### src/flash_backdoor_pkg.sv
// Function
// - security field value 10 alone means unsecured; 00, 01, 11 are secured.
// - factory reserved register at 0x0002 reads zero and ignores writes.
// - while key access bit is set, flash array reads return invalid data.
// - backdoor sequence accepted only when backdoor enable field holds 10.
// - four matching words followed by clearing key access unsecure the device, forcing security field to 10.
// - any mismatching key word locks the machine, device stays secured.
// - key words out of address order lock the machine.
// - more than four key words in one sequence lock the machine.
// - key word 0x0000 or 0xFFFF locks the machine.
// - clearing key access after one to three words are written locks the machine.
// - lock holds until reset; reset permits a fresh sequence.
// - unlock leaves security byte at 0xFF0F alone; reset reloads from it.
// - stored key words at 0xFF00 to 0xFF07 stay unchanged.
// - sequence leaves protection register settings unchanged.
// - special single chip mode from background debug cannot unsecure if it is already seen when the first key word is written.
// - options register: backdoor enable bits 7-6, security bits 1-0.
package flash_backdoor_pkg;
  // ****************************************************************
  // register map
  // ****************************************************************
  localparam logic [7:0]  FLASH_CONFIG_OFS    = 8'h01;
  localparam logic [7:0]  FACTORY_TEST_OFS    = 8'h02;
  localparam logic [7:0]  SECURITY_OPT_OFS    = 8'h03;
  localparam logic [7:0]  PROTECTION_OFS      = 8'h04;
  localparam logic [7:0]  IRQ_STATUS_OFS      = 8'h05;
  localparam logic [7:0]  IRQ_MASK_OFS        = 8'h06;
  localparam logic [7:0]  SEC_STATE_OFS       = 8'h07;
  localparam int          KEY_ACCESS_BIT      = 5;
  localparam int          BACKDOOR_ENABLE_FIELD_HI            = 7;
  localparam int          BACKDOOR_ENABLE_FIELD_LO            = 6;
  localparam int          SEC_HI              = 1;
  localparam int          SEC_LO              = 0;
  localparam logic [1:0]  SEC_UNSECURED       = 2'h2;
  localparam logic [1:0]  BACKDOOR_ENABLE_FIELD_ENABLED       = 2'h2;
  localparam logic [15:0] KEY_BASE_ADDR       = 16'hFF00;
  localparam logic [15:0] SEC_BYTE_ADDR       = 16'hFF0F;
  localparam logic [15:0] KEY_ALL_ZERO        = 16'h0000;
  localparam logic [15:0] KEY_ALL_ONE         = 16'hFFFF;
  localparam logic [15:0] INVALID_READ_DATA   = 16'hFFFF;
  localparam logic [7:0]  CONFIG_RESET        = 8'h00;
  localparam logic [7:0]  OPTIONS_RESET       = 8'h01;
  localparam logic [7:0]  PROTECTION_RESET    = 8'hFF;
  localparam logic [2:0]  IRQ_RESET           = 3'h0;
  localparam int          IRQ_UNLOCK          = 0;
  localparam int          IRQ_LOCK            = 1;
  localparam int          IRQ_REFUSED         = 2;
  localparam int          KEY_WORDS           = 4;

  typedef enum logic [2:0] {
    ST_IDLE     = 3'b000,
    ST_COLLECT  = 3'b001,
    ST_UNSECURE = 3'b010,
    ST_LOCKED   = 3'b011
  } sec_state_t;
endpackage

### src/flash_backdoor_unlock.sv
`timescale 1ns/1ps
module flash_backdoor_unlock (
  input  wire logic        clk_in,
  input  wire logic        rst_n_in,
  input  wire logic [7:0]  reg_addr_in,
  input  wire logic [7:0]  reg_wdata_in,
  input  wire logic        reg_wr_in,
  input  wire logic        reg_rd_in,
  output logic [7:0]       reg_rdata_out,
  input  wire logic [15:0] array_addr_in,
  input  wire logic [15:0] array_wdata_in,
  input  wire logic        array_wr_in,
  input  wire logic        array_rd_in,
  output logic [15:0]      array_rdata_out,
  input  wire logic [15:0] mem_rdata_in,
  input  wire logic [7:0]  nv_security_byte_in,
  input  wire logic [63:0] nv_backdoor_key_in,
  input  wire logic        special_single_chip_in,
  input  wire logic        background_debug_in,
  output logic [1:0]       security_state_field_out,
  output logic             secured_out,
  output logic             irq_out
);
  import flash_backdoor_pkg::*;

  // ****************************************************************
  // state and registers
  // ****************************************************************
  localparam logic [1:0] LAST_WORD = 2'(KEY_WORDS - 1);

  sec_state_t  state_reg;
  sec_state_t  state_next;
  logic [7:0]  flash_config_reg;
  logic [7:0]  protection_reg;
  logic [7:0]  security_options_reg;
  logic [1:0]  word_cnt_reg;
  logic [1:0]  word_cnt_next;
  logic        load_done_reg;
  logic [2:0]  irq_status_reg;
  logic [2:0]  irq_mask_reg;
  logic        key_access_prev_reg;
  logic        single_chip_meta_reg;
  logic        single_chip_sync_reg;
  logic        debug_meta_reg;
  logic        debug_sync_reg;
  logic [15:0] key_word [KEY_WORDS];
  logic        config_wr;
  logic        protection_wr;
  logic        status_wr;
  logic        mask_wr;
  logic [2:0]  irq_set;
  logic [2:0]  irq_clr;
  logic        key_access_bit;
  logic        backdoor_ok;
  logic        key_write;
  logic [15:0] expect_word;
  logic [15:0] expect_addr;
  logic        word_bad;
  logic        fall_event;
  logic        unlock_event;
  logic        lock_event;
  logic        refuse_event;

  // ****************************************************************
  // mode pin synchronisers
  // ****************************************************************
  // mode levels arrive from pins; two flops keep a metastable level out of the gate.
  // they come out of reset high so the backdoor stays refused until the pins are seen
  always_ff @(posedge clk_in) begin
    if (!rst_n_in) begin
      single_chip_meta_reg <= 1'b1;
      single_chip_sync_reg <= 1'b1;
      debug_meta_reg       <= 1'b1;
      debug_sync_reg       <= 1'b1;
    end else begin
      single_chip_meta_reg <= special_single_chip_in;
      single_chip_sync_reg <= single_chip_meta_reg;
      debug_meta_reg       <= background_debug_in;
      debug_sync_reg       <= debug_meta_reg;
    end
  end

  // ****************************************************************
  // key words and decodes
  // ****************************************************************
  // the stored key is only read here, never written back
  genvar gi;
  generate
    for (gi = 0; gi < KEY_WORDS; gi++) begin : g_key_word
      assign key_word[gi] = nv_backdoor_key_in[16 * gi +: 16];
    end
  endgenerate

  assign config_wr     = reg_wr_in && (reg_addr_in == FLASH_CONFIG_OFS);
  assign protection_wr = reg_wr_in && (reg_addr_in == PROTECTION_OFS);
  assign status_wr     = reg_wr_in && (reg_addr_in == IRQ_STATUS_OFS);
  assign mask_wr       = reg_wr_in && (reg_addr_in == IRQ_MASK_OFS);

  assign key_access_bit = flash_config_reg[KEY_ACCESS_BIT];
  assign backdoor_ok = (security_options_reg[BACKDOOR_ENABLE_FIELD_HI:BACKDOOR_ENABLE_FIELD_LO] == BACKDOOR_ENABLE_FIELD_ENABLED)
                       && !(single_chip_sync_reg && debug_sync_reg);
  // key words are 16-bit aligned words; any array write while collecting counts
  assign key_write   = array_wr_in && key_access_bit;
  assign expect_word = key_word[word_cnt_reg];
  assign expect_addr = KEY_BASE_ADDR | {13'h0000, word_cnt_reg, 1'b0};
  assign word_bad    = (array_addr_in != expect_addr) || (array_wdata_in != expect_word)
                       || (array_wdata_in == KEY_ALL_ZERO) || (array_wdata_in == KEY_ALL_ONE);
  assign fall_event  = key_access_prev_reg && !key_access_bit;

  // ****************************************************************
  // register writes
  // ****************************************************************
  always_ff @(posedge clk_in) begin
    if (!rst_n_in) begin
      flash_config_reg <= CONFIG_RESET;
    end else if (config_wr) begin
      flash_config_reg <= reg_wdata_in;
    end
  end

  // protection only follows software writes, never the sequence
  always_ff @(posedge clk_in) begin
    if (!rst_n_in) begin
      protection_reg <= PROTECTION_RESET;
    end else if (protection_wr) begin
      protection_reg <= reg_wdata_in;
    end
  end

  // options image loaded from the nonvolatile byte one cycle after reset release
  always_ff @(posedge clk_in) begin
    if (!rst_n_in) begin
      load_done_reg        <= 1'b0;
      security_options_reg <= OPTIONS_RESET;
    end else if (!load_done_reg) begin
      load_done_reg        <= 1'b1;
      security_options_reg <= nv_security_byte_in;
    end else if (unlock_event) begin
      security_options_reg[SEC_HI:SEC_LO] <= SEC_UNSECURED;
    end
  end

  always_ff @(posedge clk_in) begin
    if (!rst_n_in) begin
      key_access_prev_reg <= 1'b0;
    end else begin
      key_access_prev_reg <= key_access_bit;
    end
  end

  // ****************************************************************
  // security state machine
  // ****************************************************************
  // a disabled backdoor only flags the attempt; it does not lock, so a later
  // enable after reset is not blocked by a stray write
  always_comb begin
    unlock_event  = 1'b0;
    lock_event    = 1'b0;
    refuse_event  = 1'b0;
    state_next    = state_reg;
    word_cnt_next = word_cnt_reg;
    case (state_reg)
      ST_IDLE: begin
        if (key_write) begin
          if (!backdoor_ok) begin
            refuse_event = 1'b1;
          end else if (word_bad) begin
            lock_event = 1'b1;
            state_next = ST_LOCKED;
          end else begin
            state_next    = ST_COLLECT;
            word_cnt_next = 2'h1;
          end
        end
      end
      ST_COLLECT: begin
        if (key_write) begin
          if (word_bad) begin
            lock_event = 1'b1;
            state_next = ST_LOCKED;
          end else begin
            word_cnt_next = word_cnt_reg + 2'h1;
            if (word_cnt_reg == LAST_WORD) begin
              state_next = ST_UNSECURE;
            end
          end
        end else if (fall_event) begin
          lock_event = 1'b1;
          state_next = ST_LOCKED;
        end
      end
      ST_UNSECURE: begin
        // four good words are in; the verdict waits for key access to drop
        if (key_write) begin
          lock_event = 1'b1;
          state_next = ST_LOCKED;
        end else if (fall_event) begin
          unlock_event  = 1'b1;
          state_next    = ST_IDLE;
          word_cnt_next = 2'h0;
        end
      end
      ST_LOCKED: begin
        refuse_event = key_write;
      end
      default: begin
        lock_event = 1'b1;
        state_next = ST_LOCKED;
      end
    endcase
  end

  // only reset leaves ST_LOCKED
  always_ff @(posedge clk_in) begin
    if (!rst_n_in) begin
      state_reg    <= ST_IDLE;
      word_cnt_reg <= 2'h0;
    end else begin
      state_reg    <= state_next;
      word_cnt_reg <= word_cnt_next;
    end
  end

  // ****************************************************************
  // interrupts
  // ****************************************************************
  assign irq_set = {refuse_event, lock_event, unlock_event};
  assign irq_clr = status_wr ? reg_wdata_in[2:0] : 3'h0;

  always_ff @(posedge clk_in) begin
    if (!rst_n_in) begin
      irq_status_reg <= IRQ_RESET;
    end else begin
      // set wins over the write-one clear, so an event is never lost
      irq_status_reg <= (irq_status_reg & ~irq_clr) | irq_set;
    end
  end

  always_ff @(posedge clk_in) begin
    if (!rst_n_in) begin
      irq_mask_reg <= IRQ_RESET;
    end else if (mask_wr) begin
      irq_mask_reg <= reg_wdata_in[2:0];
    end
  end

  assign irq_out = |(irq_status_reg & irq_mask_reg);

  // ****************************************************************
  // read paths
  // ****************************************************************
  always_ff @(posedge clk_in) begin
    if (!rst_n_in) begin
      reg_rdata_out <= 8'h00;
    end else if (reg_rd_in) begin
      case (reg_addr_in)
        FLASH_CONFIG_OFS: reg_rdata_out <= flash_config_reg;
        FACTORY_TEST_OFS: reg_rdata_out <= 8'h00;
        SECURITY_OPT_OFS: reg_rdata_out <= security_options_reg;
        PROTECTION_OFS:   reg_rdata_out <= protection_reg;
        IRQ_STATUS_OFS:   reg_rdata_out <= {5'h00, irq_status_reg};
        IRQ_MASK_OFS:     reg_rdata_out <= {5'h00, irq_mask_reg};
        SEC_STATE_OFS:    reg_rdata_out <= {5'h00, state_reg};
        default:          reg_rdata_out <= 8'h00;
      endcase
    end else begin
      reg_rdata_out <= 8'h00;
    end
  end

  // key words are never written into the array by this block
  always_ff @(posedge clk_in) begin
    if (!rst_n_in) begin
      array_rdata_out <= 16'h0000;
    end else if (array_rd_in) begin
      array_rdata_out <= key_access_bit ? INVALID_READ_DATA : mem_rdata_in;
    end
  end

  assign security_state_field_out = security_options_reg[SEC_HI:SEC_LO];
  assign secured_out = (security_options_reg[SEC_HI:SEC_LO] != SEC_UNSECURED);

endmodule // flash_backdoor_unlock

### config.mk
export PLATFORM = sky130hd
export DESIGN_NAME = flash_backdoor_unlock
export DESIGN_NICKNAME = d
export VERILOG_FILES = /design/src/flash_backdoor_pkg.sv /design/src/flash_backdoor_unlock.sv
export SDC_FILE = /design/constraint.sdc
export NUM_CORES = 1
export LEC_CHECK = 0
export BUFFER_PORTS_ARGS = -buffer_cell sky130_fd_sc_hd__buf_2
export CAP_MARGIN = 25
export CORE_MARGIN = 2
export CORE_UTILIZATION = 49
export CTS_BUF_LIST = sky130_fd_sc_hd__clkbuf_2
export CTS_CLUSTER_DIAMETER = 100
export DETAILED_ROUTE_END_ITERATION = 10
export PLACE_DENSITY = 0.79
export SLEW_MARGIN = 30
export SYNTH_ARGS = -nofsm -noshare
export SYNTH_HDL_FRONTEND = slang
export SYNTH_SLANG_ARGS = --single-unit
### constraint.sdc
create_clock -name clk_in -period 3.2 [get_ports clk_in]
set_clock_uncertainty 0.15 [all_clocks]
set_input_delay 0.48 -clock clk_in [delete_from_list [all_inputs] [get_ports clk_in]]
set_output_delay 0.48 -clock clk_in [all_outputs]
set_load 0.02 [all_outputs]
==> qor.log, run 1 <==
INFO  floorplan      effective_utilization_at_floorplan=50.8%
INFO  cells_and_area largest_register_ff_count=16
INFO  route          drt_pre_antenna_iters=5
INFO  placement      io_buffer_count=171
INFO  timing         fin_hold_ws=0.0682ns
INFO  yosys          synth_top_area_share=34.6%
INFO  critical_path  source_of_the_worst_register_to_register_timing_path=word_cnt_reg[1]
INFO  cells_and_area layout.area.seq=1280um2
INFO  yosys          synth-edff-count=0
INFO  hold_path      min_to=array_rdata_out[7]
INFO  hold_path      timing.hold.worst.start=mem_rdata_in[7]
INFO  route          via_per_instance_ratio=5.66
INFO  grt            grt_first_pass_wirelength=17.5mm
INFO  grt            grt-ovfl-total=0
INFO  grt            antenna_violations_before_repair=0
INFO  cts            cts_sinks=64
INFO  timing         max_clock_freq=352MHz
INFO  yosys          yosysSeqAreaShare=34.6%
INFO  yosys          ys_async_sr_fraction=0%
INFO  timing         minimum_clock_period=2.84ns
INFO  critical_path  timing.critical_path.required=3.44ns
INFO  route          drt_drc_violations_left=0
INFO  critical_path  timing.critical_path.from_type=register
INFO  run_status     outcome=complete, no violations
INFO  hold_path      hold-path-cell-count=3
INFO  cells_and_area area_growth_syn_to_layout=27.9%
INFO  critical_path  endpoint_kind=register
INFO  critical_path  r2r_cells=7
INFO  floorplan      placeableCoreArea=7290um2
INFO  hold_path      hp-class=in2reg
INFO  cells_and_area final_net_count=740
INFO  placement      dpl.cell_count=676
INFO  cells_and_area num-fill-cells=664
INFO  yosys          postSynthNetCount=580
INFO  floorplan      die_width=91.0um
INFO  cts            clock_transition_at_the_registers_of_the_reported_paths=0.21ns
INFO  pwr            leakagePower=2.03nW
INFO  critical_path  critical_path.cell_chain=mux4_2 > xnor2_2 > nand4_1 > or4_4 > o31ai_4 > and4b_1 > nor4_1
INFO  yosys          synthesis.area=3700um2
INFO  critical_path  worst_setup_path_category=reg2reg
INFO  cells_and_area antenna_fix_cells=0
INFO  yosys          gate_count_of_the_mapped_netlist=431
INFO  route          drt_first_iter_violations=288
INFO  route          ant_nets=0
INFO  cells_and_area layout.core_utilization=65.0%
INFO  critical_path  r2r_slack=0.36ns
INFO  placement      postPlaceCellArea=4590um2
INFO  yosys          synth_area_per_inst=8.60um2
INFO  timing         timing.final.crit_share=88.8%
INFO  cts            clock_tree_from_tritoncts=built
INFO  floorplan      die_h=91.0um
INFO  grt            grt_max_degree=36
INFO  route          detailroute.via_count=3937
INFO  timing         setup_viol=0
INFO  timing         timing.final.hold_violations=0
INFO  cells_and_area drive_gt1_share=36.4%
INFO  yosys          synth-seq-cells=64
INFO  route          drt_wl_total=10.6mm
INFO  cts            post-cts-setup-buffer-count=0
INFO  timing         final-max-slew-violation-count=0
INFO  placement      hpwlAfterDp=8.15mm
INFO  cells_and_area instances_no_fill=695
INFO  yosys          synth-warning-count=0
INFO  timing         worstMarginPinSlew=0.819ns
INFO  cells_and_area max_flop_register=array_rdata_out
INFO  pwr            irDropWorstVdd=369uV
INFO  cells_and_area finalInstanceArea=4740um2
INFO  yosys          synth_top_cells_by_area=sky130_fd_sc_hd__dfxtp_1 35%, sky130_fd_sc_hd__mux4_2 6.1%, sky130_fd_sc_hd__mux2i_1 5.9%
INFO  route          routedWlPerCell=15.2um
INFO  timing         worst_slew_margin_rel=45.4%
INFO  critical_path  crit_arrival=3.08ns
INFO  grt            track_usage=25.5%
INFO  pwr            pwr_density_cell=445nW/um2
INFO  cts            clock_tree.htree_level_count=3
INFO  timing         grt_setup_unrepaired=no
INFO  floorplan      io-pin-count=172
INFO  floorplan      rows=31
INFO  floorplan      die-area=8270um2
INFO  timing         final.setup.tns=0ns
INFO  cts            ctsResizeCount=0
INFO  critical_path  critPathMaxStageDelay=0.76ns
INFO  placement      globalplace.congestion=0.886
INFO  cts            insertion_delay=0.48ns
INFO  yosys          synth_flop_cell=sky130_fd_sc_hd__dfxtp_1
INFO  cts            numCtsBuffers=9
INFO  run            maxCapViolations=0
INFO  critical_path  crit-reg2reg-capture=state_reg[1]
INFO  grt            grt_pass1_vias=3859
INFO  critical_path  critPathMaxFanout=16
INFO  cells_and_area multiInputGateArea=2250um2
INFO  cts            root_buffer=sky130_fd_sc_hd__clkbuf_2
INFO  yosys          number_of_different_library_cells_in_the_post_synthesis_netlist=58
INFO  critical_path  critical_path.slowest_cell=sky130_fd_sc_hd__dfxtp_1
INFO  cts            holdBufCountCts=1
INFO  yosys          synthDominantAreaCellType=sky130_fd_sc_hd__dfxtp_1
INFO  cts            cts.path.max_buffers=2
## cell usage after synthesis, types with 2 or more instances
cell,n
sky130_fd_sc_hd__a31oi_1,4
sky130_fd_sc_hd__ha_1,5
sky130_fd_sc_hd__or4_1,2
sky130_fd_sc_hd__nand2b_1,11
sky130_fd_sc_hd__mux2_2,5
sky130_fd_sc_hd__xnor2_2,3
sky130_fd_sc_hd__mux4_2,10
sky130_fd_sc_hd__a211oi_1,3
sky130_fd_sc_hd__nor2b_1,3
sky130_fd_sc_hd__nand4_1,17
sky130_fd_sc_hd__a22oi_1,11
sky130_fd_sc_hd__xor2_1,7
sky130_fd_sc_hd__buf_6,3
sky130_fd_sc_hd__a21oi_1,23
sky130_fd_sc_hd__nor2_1,38
sky130_fd_sc_hd__and2_1,5
sky130_fd_sc_hd__or3_1,3
sky130_fd_sc_hd__nor3b_1,2
sky130_fd_sc_hd__nand3_1,21
sky130_fd_sc_hd__o21ai_0,5
sky130_fd_sc_hd__o22ai_1,17
sky130_fd_sc_hd__xnor2_1,8
sky130_fd_sc_hd__clkbuf_1,21
sky130_fd_sc_hd__nor3_1,4
sky130_fd_sc_hd__a32oi_1,2
sky130_fd_sc_hd__o22a_1,2
sky130_fd_sc_hd__and3_1,3
sky130_fd_sc_hd__dfxtp_1,64
sky130_fd_sc_hd__buf_4,2
sky130_fd_sc_hd__inv_1,7
sky130_fd_sc_hd__mux2i_1,22
sky130_fd_sc_hd__nand2_1,55
sky130_fd_sc_hd__a221oi_1,2
sky130_fd_sc_hd__o211ai_1,2
sky130_fd_sc_hd__buf_2,2
sky130_fd_sc_hd__nor4_1,11
sky130_fd_sc_hd__or2_2,4
sky130_fd_sc_hd__o2111ai_1,2
## report_power, final
group | total (mW) | internal, mW | switching (mW)
Sequential | 0.885 | 0.840 | 0.0441
Clock | 0.494 | 0.188 | 0.306
Combinational | 0.729 | 0.336 | 0.393
Total | 2.11 | 1.36 | 0.743
## stage by stage
| step | power [mW] | worst slack (ns) |
|---|---|---|
| 6_report | 2.11 | 0.358 |
| 5_1_grt | 2.23 | 0.0732 |
| 4_1_cts | 2.10 | 0.358 |
| 3_5_place_dp | 1.61 | 0.338 |
| 3_3_place_gp | 1.59 | 0.347 |
| 2_1_floorplan | 1.40 | 0.620 |
## cell type report
cell class | count | share of cell area [%]
clock buffer | 10 | 1.06
sequential | 64 | 27.0
tap | 99 | 2.61
multi-input combinational | 330 | 47.5
clock inverter | 6 | 1.45
inverter | 7 | 0.555
timing repair buffer | 179 | 19.8
## critical path: cells and delay by family (launching register included)
kind             cells  cell delay [ns]
XOR/XNOR             1             0.17
flip-flops           1             0.76
AO/OA/AOI/OAI        1             0.22
multiplexers         1             0.45
AND/OR/NAND/NOR      4             1.03
## worst max-delay path by stage
stage / startpoint / to / slack [ns] / cells after the start
2_1_floorplan: array_addr_in[0] / state_reg[1] / 0.62 / 7
3_3_place_gp: array_addr_in[0] / state_reg[1] / 0.35 / 8
3_5_place_dp: array_addr_in[0] / state_reg[1] / 0.34 / 8
4_1_cts: word_cnt_reg[1] / state_reg[1] / 0.36 / 7
5_1_grt: word_cnt_reg[1] / state_reg[1] / 0.07 / 7
6_report: word_cnt_reg[1] / state_reg[1] / 0.36 / 7
## cells by family after synthesis
| group | count (synthesis) | synth area share, % |
|---|---|---|
| compound gates | 82 | 15.0 |
| xor+xnor | 18 | 4.86 |
| fa+ha+maj | 5 | 1.69 |
| buf+inv | 37 | 4.66 |
| flops | 64 | 34.6 |
| mux | 38 | 13.8 |
| simple gates | 187 | 25.3 |
## cell usage in the layout (no fill, tap or decap), types with 4 or more instances in the layout
cell type and count:
sky130_fd_sc_hd__a22oi_1 11, sky130_fd_sc_hd__ha_1 5, sky130_fd_sc_hd__clkbuf_2 10, sky130_fd_sc_hd__a21oi_1 23, sky130_fd_sc_hd__a31oi_1 4, sky130_fd_sc_hd__mux4_2 10
sky130_fd_sc_hd__and2_1 5, sky130_fd_sc_hd__nand2_1 55, sky130_fd_sc_hd__or2_2 4, sky130_fd_sc_hd__buf_4 4, sky130_fd_sc_hd__mux2i_1 22, sky130_fd_sc_hd__buf_2 171
sky130_fd_sc_hd__nor3_1 4, sky130_fd_sc_hd__nand4_1 17, sky130_fd_sc_hd__inv_1 7, sky130_fd_sc_hd__xnor2_1 8, sky130_fd_sc_hd__nand3_1 21, sky130_fd_sc_hd__nor4_1 11
sky130_fd_sc_hd__xor2_1 7, sky130_fd_sc_hd__o21ai_0 5, sky130_fd_sc_hd__dfxtp_1 64, sky130_fd_sc_hd__o22ai_1 17, sky130_fd_sc_hd__nor2_1 38, sky130_fd_sc_hd__mux2_2 5
sky130_fd_sc_hd__nand2b_1 11
## metal layers
metal  vias up  GRT usage (%)  share of wire (%)
met5         -              0                  0
met3        21           6.72                8.0
met4         0           8.21                2.1
li1       1907              -                  -
met2       184           41.9                 47
met1      1825           32.5                 42
Note: power is estimated with default switching activity, not from simulation.
==> run 2, diff against run 1 <==
--- a/config.mk
+++ b/config.mk
@@ -8,11 +8,13 @@
 export BUFFER_PORTS_ARGS = -buffer_cell sky130_fd_sc_hd__buf_2
 export CAP_MARGIN = 25
 export CORE_MARGIN = 2
-export CORE_UTILIZATION = 49
+export CORE_UTILIZATION = 52
 export CTS_BUF_LIST = sky130_fd_sc_hd__clkbuf_2
 export CTS_CLUSTER_DIAMETER = 100
+export CTS_CLUSTER_SIZE = 40
 export DETAILED_ROUTE_END_ITERATION = 10
-export PLACE_DENSITY = 0.79
+export PLACE_DENSITY = 0.84
+export REMOVE_ABC_BUFFERS = 1
 export SLEW_MARGIN = 30
 export SYNTH_ARGS = -nofsm -noshare
 export SYNTH_HDL_FRONTEND = slang
==> constraint.sdc (replaced) <==
create_clock -name clk_in -period 3.45 [get_ports clk_in]
set_clock_uncertainty 0.15 [all_clocks]
set_input_delay 0.5175 -clock clk_in [delete_from_list [all_inputs] [get_ports clk_in]]
set_output_delay 0.5175 -clock clk_in [all_outputs]
set_load 0.02 [all_outputs]
==> run 2 against run 1 <==
Net effect:
- sequential power fell by 8.1%
- non-clock buffer count decreased by 2
- critical endpoint unchanged
- combinational power shrank 8.1%
- highest routed layer unchanged
==> qor.log, run 2 (synthesis results as in run 1) <==
INFO  route          drt_drc_violations_left=0 [unchanged]
INFO  floorplan      io-pin-count=172 [unchanged]
INFO  cts            cts.path.max_buffers=2 [unchanged]
INFO  floorplan      effective_utilization_at_floorplan=54.2% [+3.4 points]
INFO  route          via_per_instance_ratio=5.78 [+2.0%]
INFO  cts            clock_transition_at_the_registers_of_the_reported_paths=0.19ns [-0.02 ns]
INFO  timing         final-max-slew-violation-count=0 [unchanged]
INFO  critical_path  crit_arrival=3.23ns [+0.15 ns]
INFO  timing         fin_hold_ws=0.0649ns [-0.00328 ns]
INFO  floorplan      placeableCoreArea=6830um2 [-6.3%]
INFO  cells_and_area max_flop_register=array_rdata_out
INFO  timing         worstMarginPinSlew=0.812ns [-0.00686 ns]
INFO  timing         grt_setup_unrepaired=no
INFO  placement      globalplace.congestion=0.945 [+6.6%]
INFO  cts            numCtsBuffers=9 [unchanged]
INFO  timing         minimum_clock_period=3.02ns [+0.177 ns]
INFO  cts            clock_tree_from_tritoncts=built
INFO  cts            root_buffer=sky130_fd_sc_hd__clkbuf_2
INFO  floorplan      die_width=88.4um [-2.8%]
INFO  placement      hpwlAfterDp=8.28mm [+1.6%]
INFO  pwr            design_power_total=1.91mW [-9.4%]
INFO  critical_path  critical_path.slowest_cell=sky130_fd_sc_hd__dfxtp_1
INFO  route          ant_nets=0 [unchanged]
INFO  cts            post-cts-setup-buffer-count=0 [unchanged]
INFO  critical_path  timing.critical_path.from_type=register
INFO  cells_and_area drive_gt1_share=36.2% [-0.21 points]
INFO  timing         worst_slew_margin_rel=45.8% [+0.45 points]
INFO  hold_path      hp-class=in2reg
INFO  cells_and_area most-common-layout-cells=171 x sky130_fd_sc_hd__buf_2, 64 x sky130_fd_sc_hd__dfxtp_1, 55 x sky130_fd_sc_hd__nand2_1
INFO  critical_path  critical_path.cell_chain=buf_4 > mux4_2 > a32oi_1 > o221ai_1 > nor4_1 > nand4_1 > nor4_1 > nor4_1
INFO  grt            grt_pass1_vias=3778 [-2.1%]
INFO  timing         setup_slack=0.431ns [+0.0730 ns]
INFO  route          drt_wl_total=10.7mm [+0.88%]
INFO  critical_path  endpoint_kind=register
INFO  timing         final.setup.tns=0ns [unchanged]
INFO  route          detailroute.via_count=3986 [+1.2%]
INFO  route          routedWlPerCell=15.5um [+1.6%]
INFO  run            maxCapViolations=0 [unchanged]
INFO  cts            cts_sinks=64 [unchanged]
INFO  cells_and_area antenna_fix_cells=0 [unchanged]
INFO  floorplan      rows=30 [-3.2%]
INFO  timing         timing.final.hold_violations=0 [unchanged]
INFO  timing         max_clock_freq=331MHz [-5.9%]
INFO  cts            clock_tree.htree_level_count=3 [unchanged]
INFO  critical_path  critPathMaxFanout=15 [-1]
INFO  cells_and_area area_growth_syn_to_layout=26.5%
INFO  grt            grt_first_pass_wirelength=16.9mm [-3.1%]
INFO  timing         timing.final.crit_share=87.5% [-1.3 points]
INFO  cts            ctsResizeCount=0 [unchanged]
INFO  pwr            leakagePower=2.01nW [-0.89%]
INFO  critical_path  critPathMaxStageDelay=0.76ns [about the same]
INFO  placement      setup_ws_pre_cts=0.356ns [+0.0177 ns]
INFO  cells_and_area final_net_count=738 [-0.27%]
INFO  critical_path  timing.critical_path.required=3.66ns [+0.22 ns]
INFO  route          drt_first_iter_violations=280 [-2.8%]
INFO  grt            antenna_violations_before_repair=0 [unchanged]
INFO  floorplan      die-area=7820um2 [-5.5%]
INFO  cts            insertion_delay=0.46ns [-0.02 ns]
INFO  critical_path  crit_path_frequent_cell=sky130_fd_sc_hd__nor4_1
INFO  cells_and_area largest_register_ff_count=16 [unchanged]
INFO  route          drt_pre_antenna_iters=5 [unchanged]
INFO  floorplan      die_h=88.4um [-2.8%]
INFO  timing         setup_viol=0 [unchanged]
INFO  grt            grt-ovfl-total=0 [unchanged]
INFO  cells_and_area layout.core_utilization=68.6% [+3.6 points]
INFO  grt            grt_max_degree=25 [-31%]
INFO  run_status     outcome=complete, no violations
INFO  critical_path  worst_setup_path_category=reg2reg
INFO  cts            holdBufCountCts=0 [-1]
INFO  cells_and_area layout_commonest_cell=sky130_fd_sc_hd__buf_2
INFO  pwr            pwr_density_cell=407nW/um2 [-8.4%]
INFO  placement      io_buffer_count=171 [unchanged]
INFO  pwr            irDropWorstVdd=288uV [-22%]
INFO  grt            track_usage=27.7% [+2.2 points]
[run 2: cell types whose count changed in the layout (fill, tap and decap cells not counted), sizes merged]
cell         previous run  this run
buf                   176       177
clkbuf                 10         9
dlygate4sd3             3         0
clkinv                  3         5
inv                     8         7
[run 2: path summary, 6_finish.rpt]
check	end	cells after the start	slack, ns	start
max	state_reg[1]	8	0.43	word_cnt_reg[1]
min	debug_meta_reg	2	0.06	background_debug_in
max reg2reg	state_reg[1]	8	0.43	word_cnt_reg[1]
min reg2reg	debug_sync_reg	1	0.28	debug_meta_reg
[run 2: final cells by class]
type / instances / area [um2]
Clock buffer: 9 / 45.0
Clock inverter: 7 / 62.6
Fill cell: 593 / 2140
Inverter: 7 / 26.3
Multi-Input combinational cell: 330 / 2250
Sequential cell: 64 / 1280
Tap cell: 96 / 120
Timing Repair Buffer: 177 / 901
[run 2: per-layer routing]
| layer | global-route usage [%] | routed length (um) | vias up |
|---|---|---|---|
| met5 | 0 | 0 | - |
| met4 | 11.3 | 162 | 0 |
| met3 | 6.44 | 888 | 19 |
| met2 | 46.9 | 5360 | 209 |
| met1 | 34.0 | 4250 | 1851 |
| li1 | - | - | 1907 |
[run 2: per-stage QoR]
stage | instances | area [um2]
CTS | 690 | 4690
floorplan | 401 | 3560
global route | 690 | 4690
global placement | 674 | 4580
detailed placement | 674 | 4580
finish | 690 | 4690
[run 2: power breakdown]
part	total (mW)	switching [mW]	internal, mW
registers	0.813	0.0340	0.779
clock network	0.427	0.266	0.160
logic	0.670	0.364	0.306
[run 2: critical path, delay by kind of cell (launching register included)]
| family | cells | cell delay [ns] |
|---|---|---|
| AO/OA/AOI/OAI | 2 | 0.31 |
| buffers and inverters | 1 | 0.28 |
| AND/OR/NAND/NOR | 4 | 1.04 |
| multiplexers | 1 | 0.35 |
| flip-flops | 1 | 0.76 |
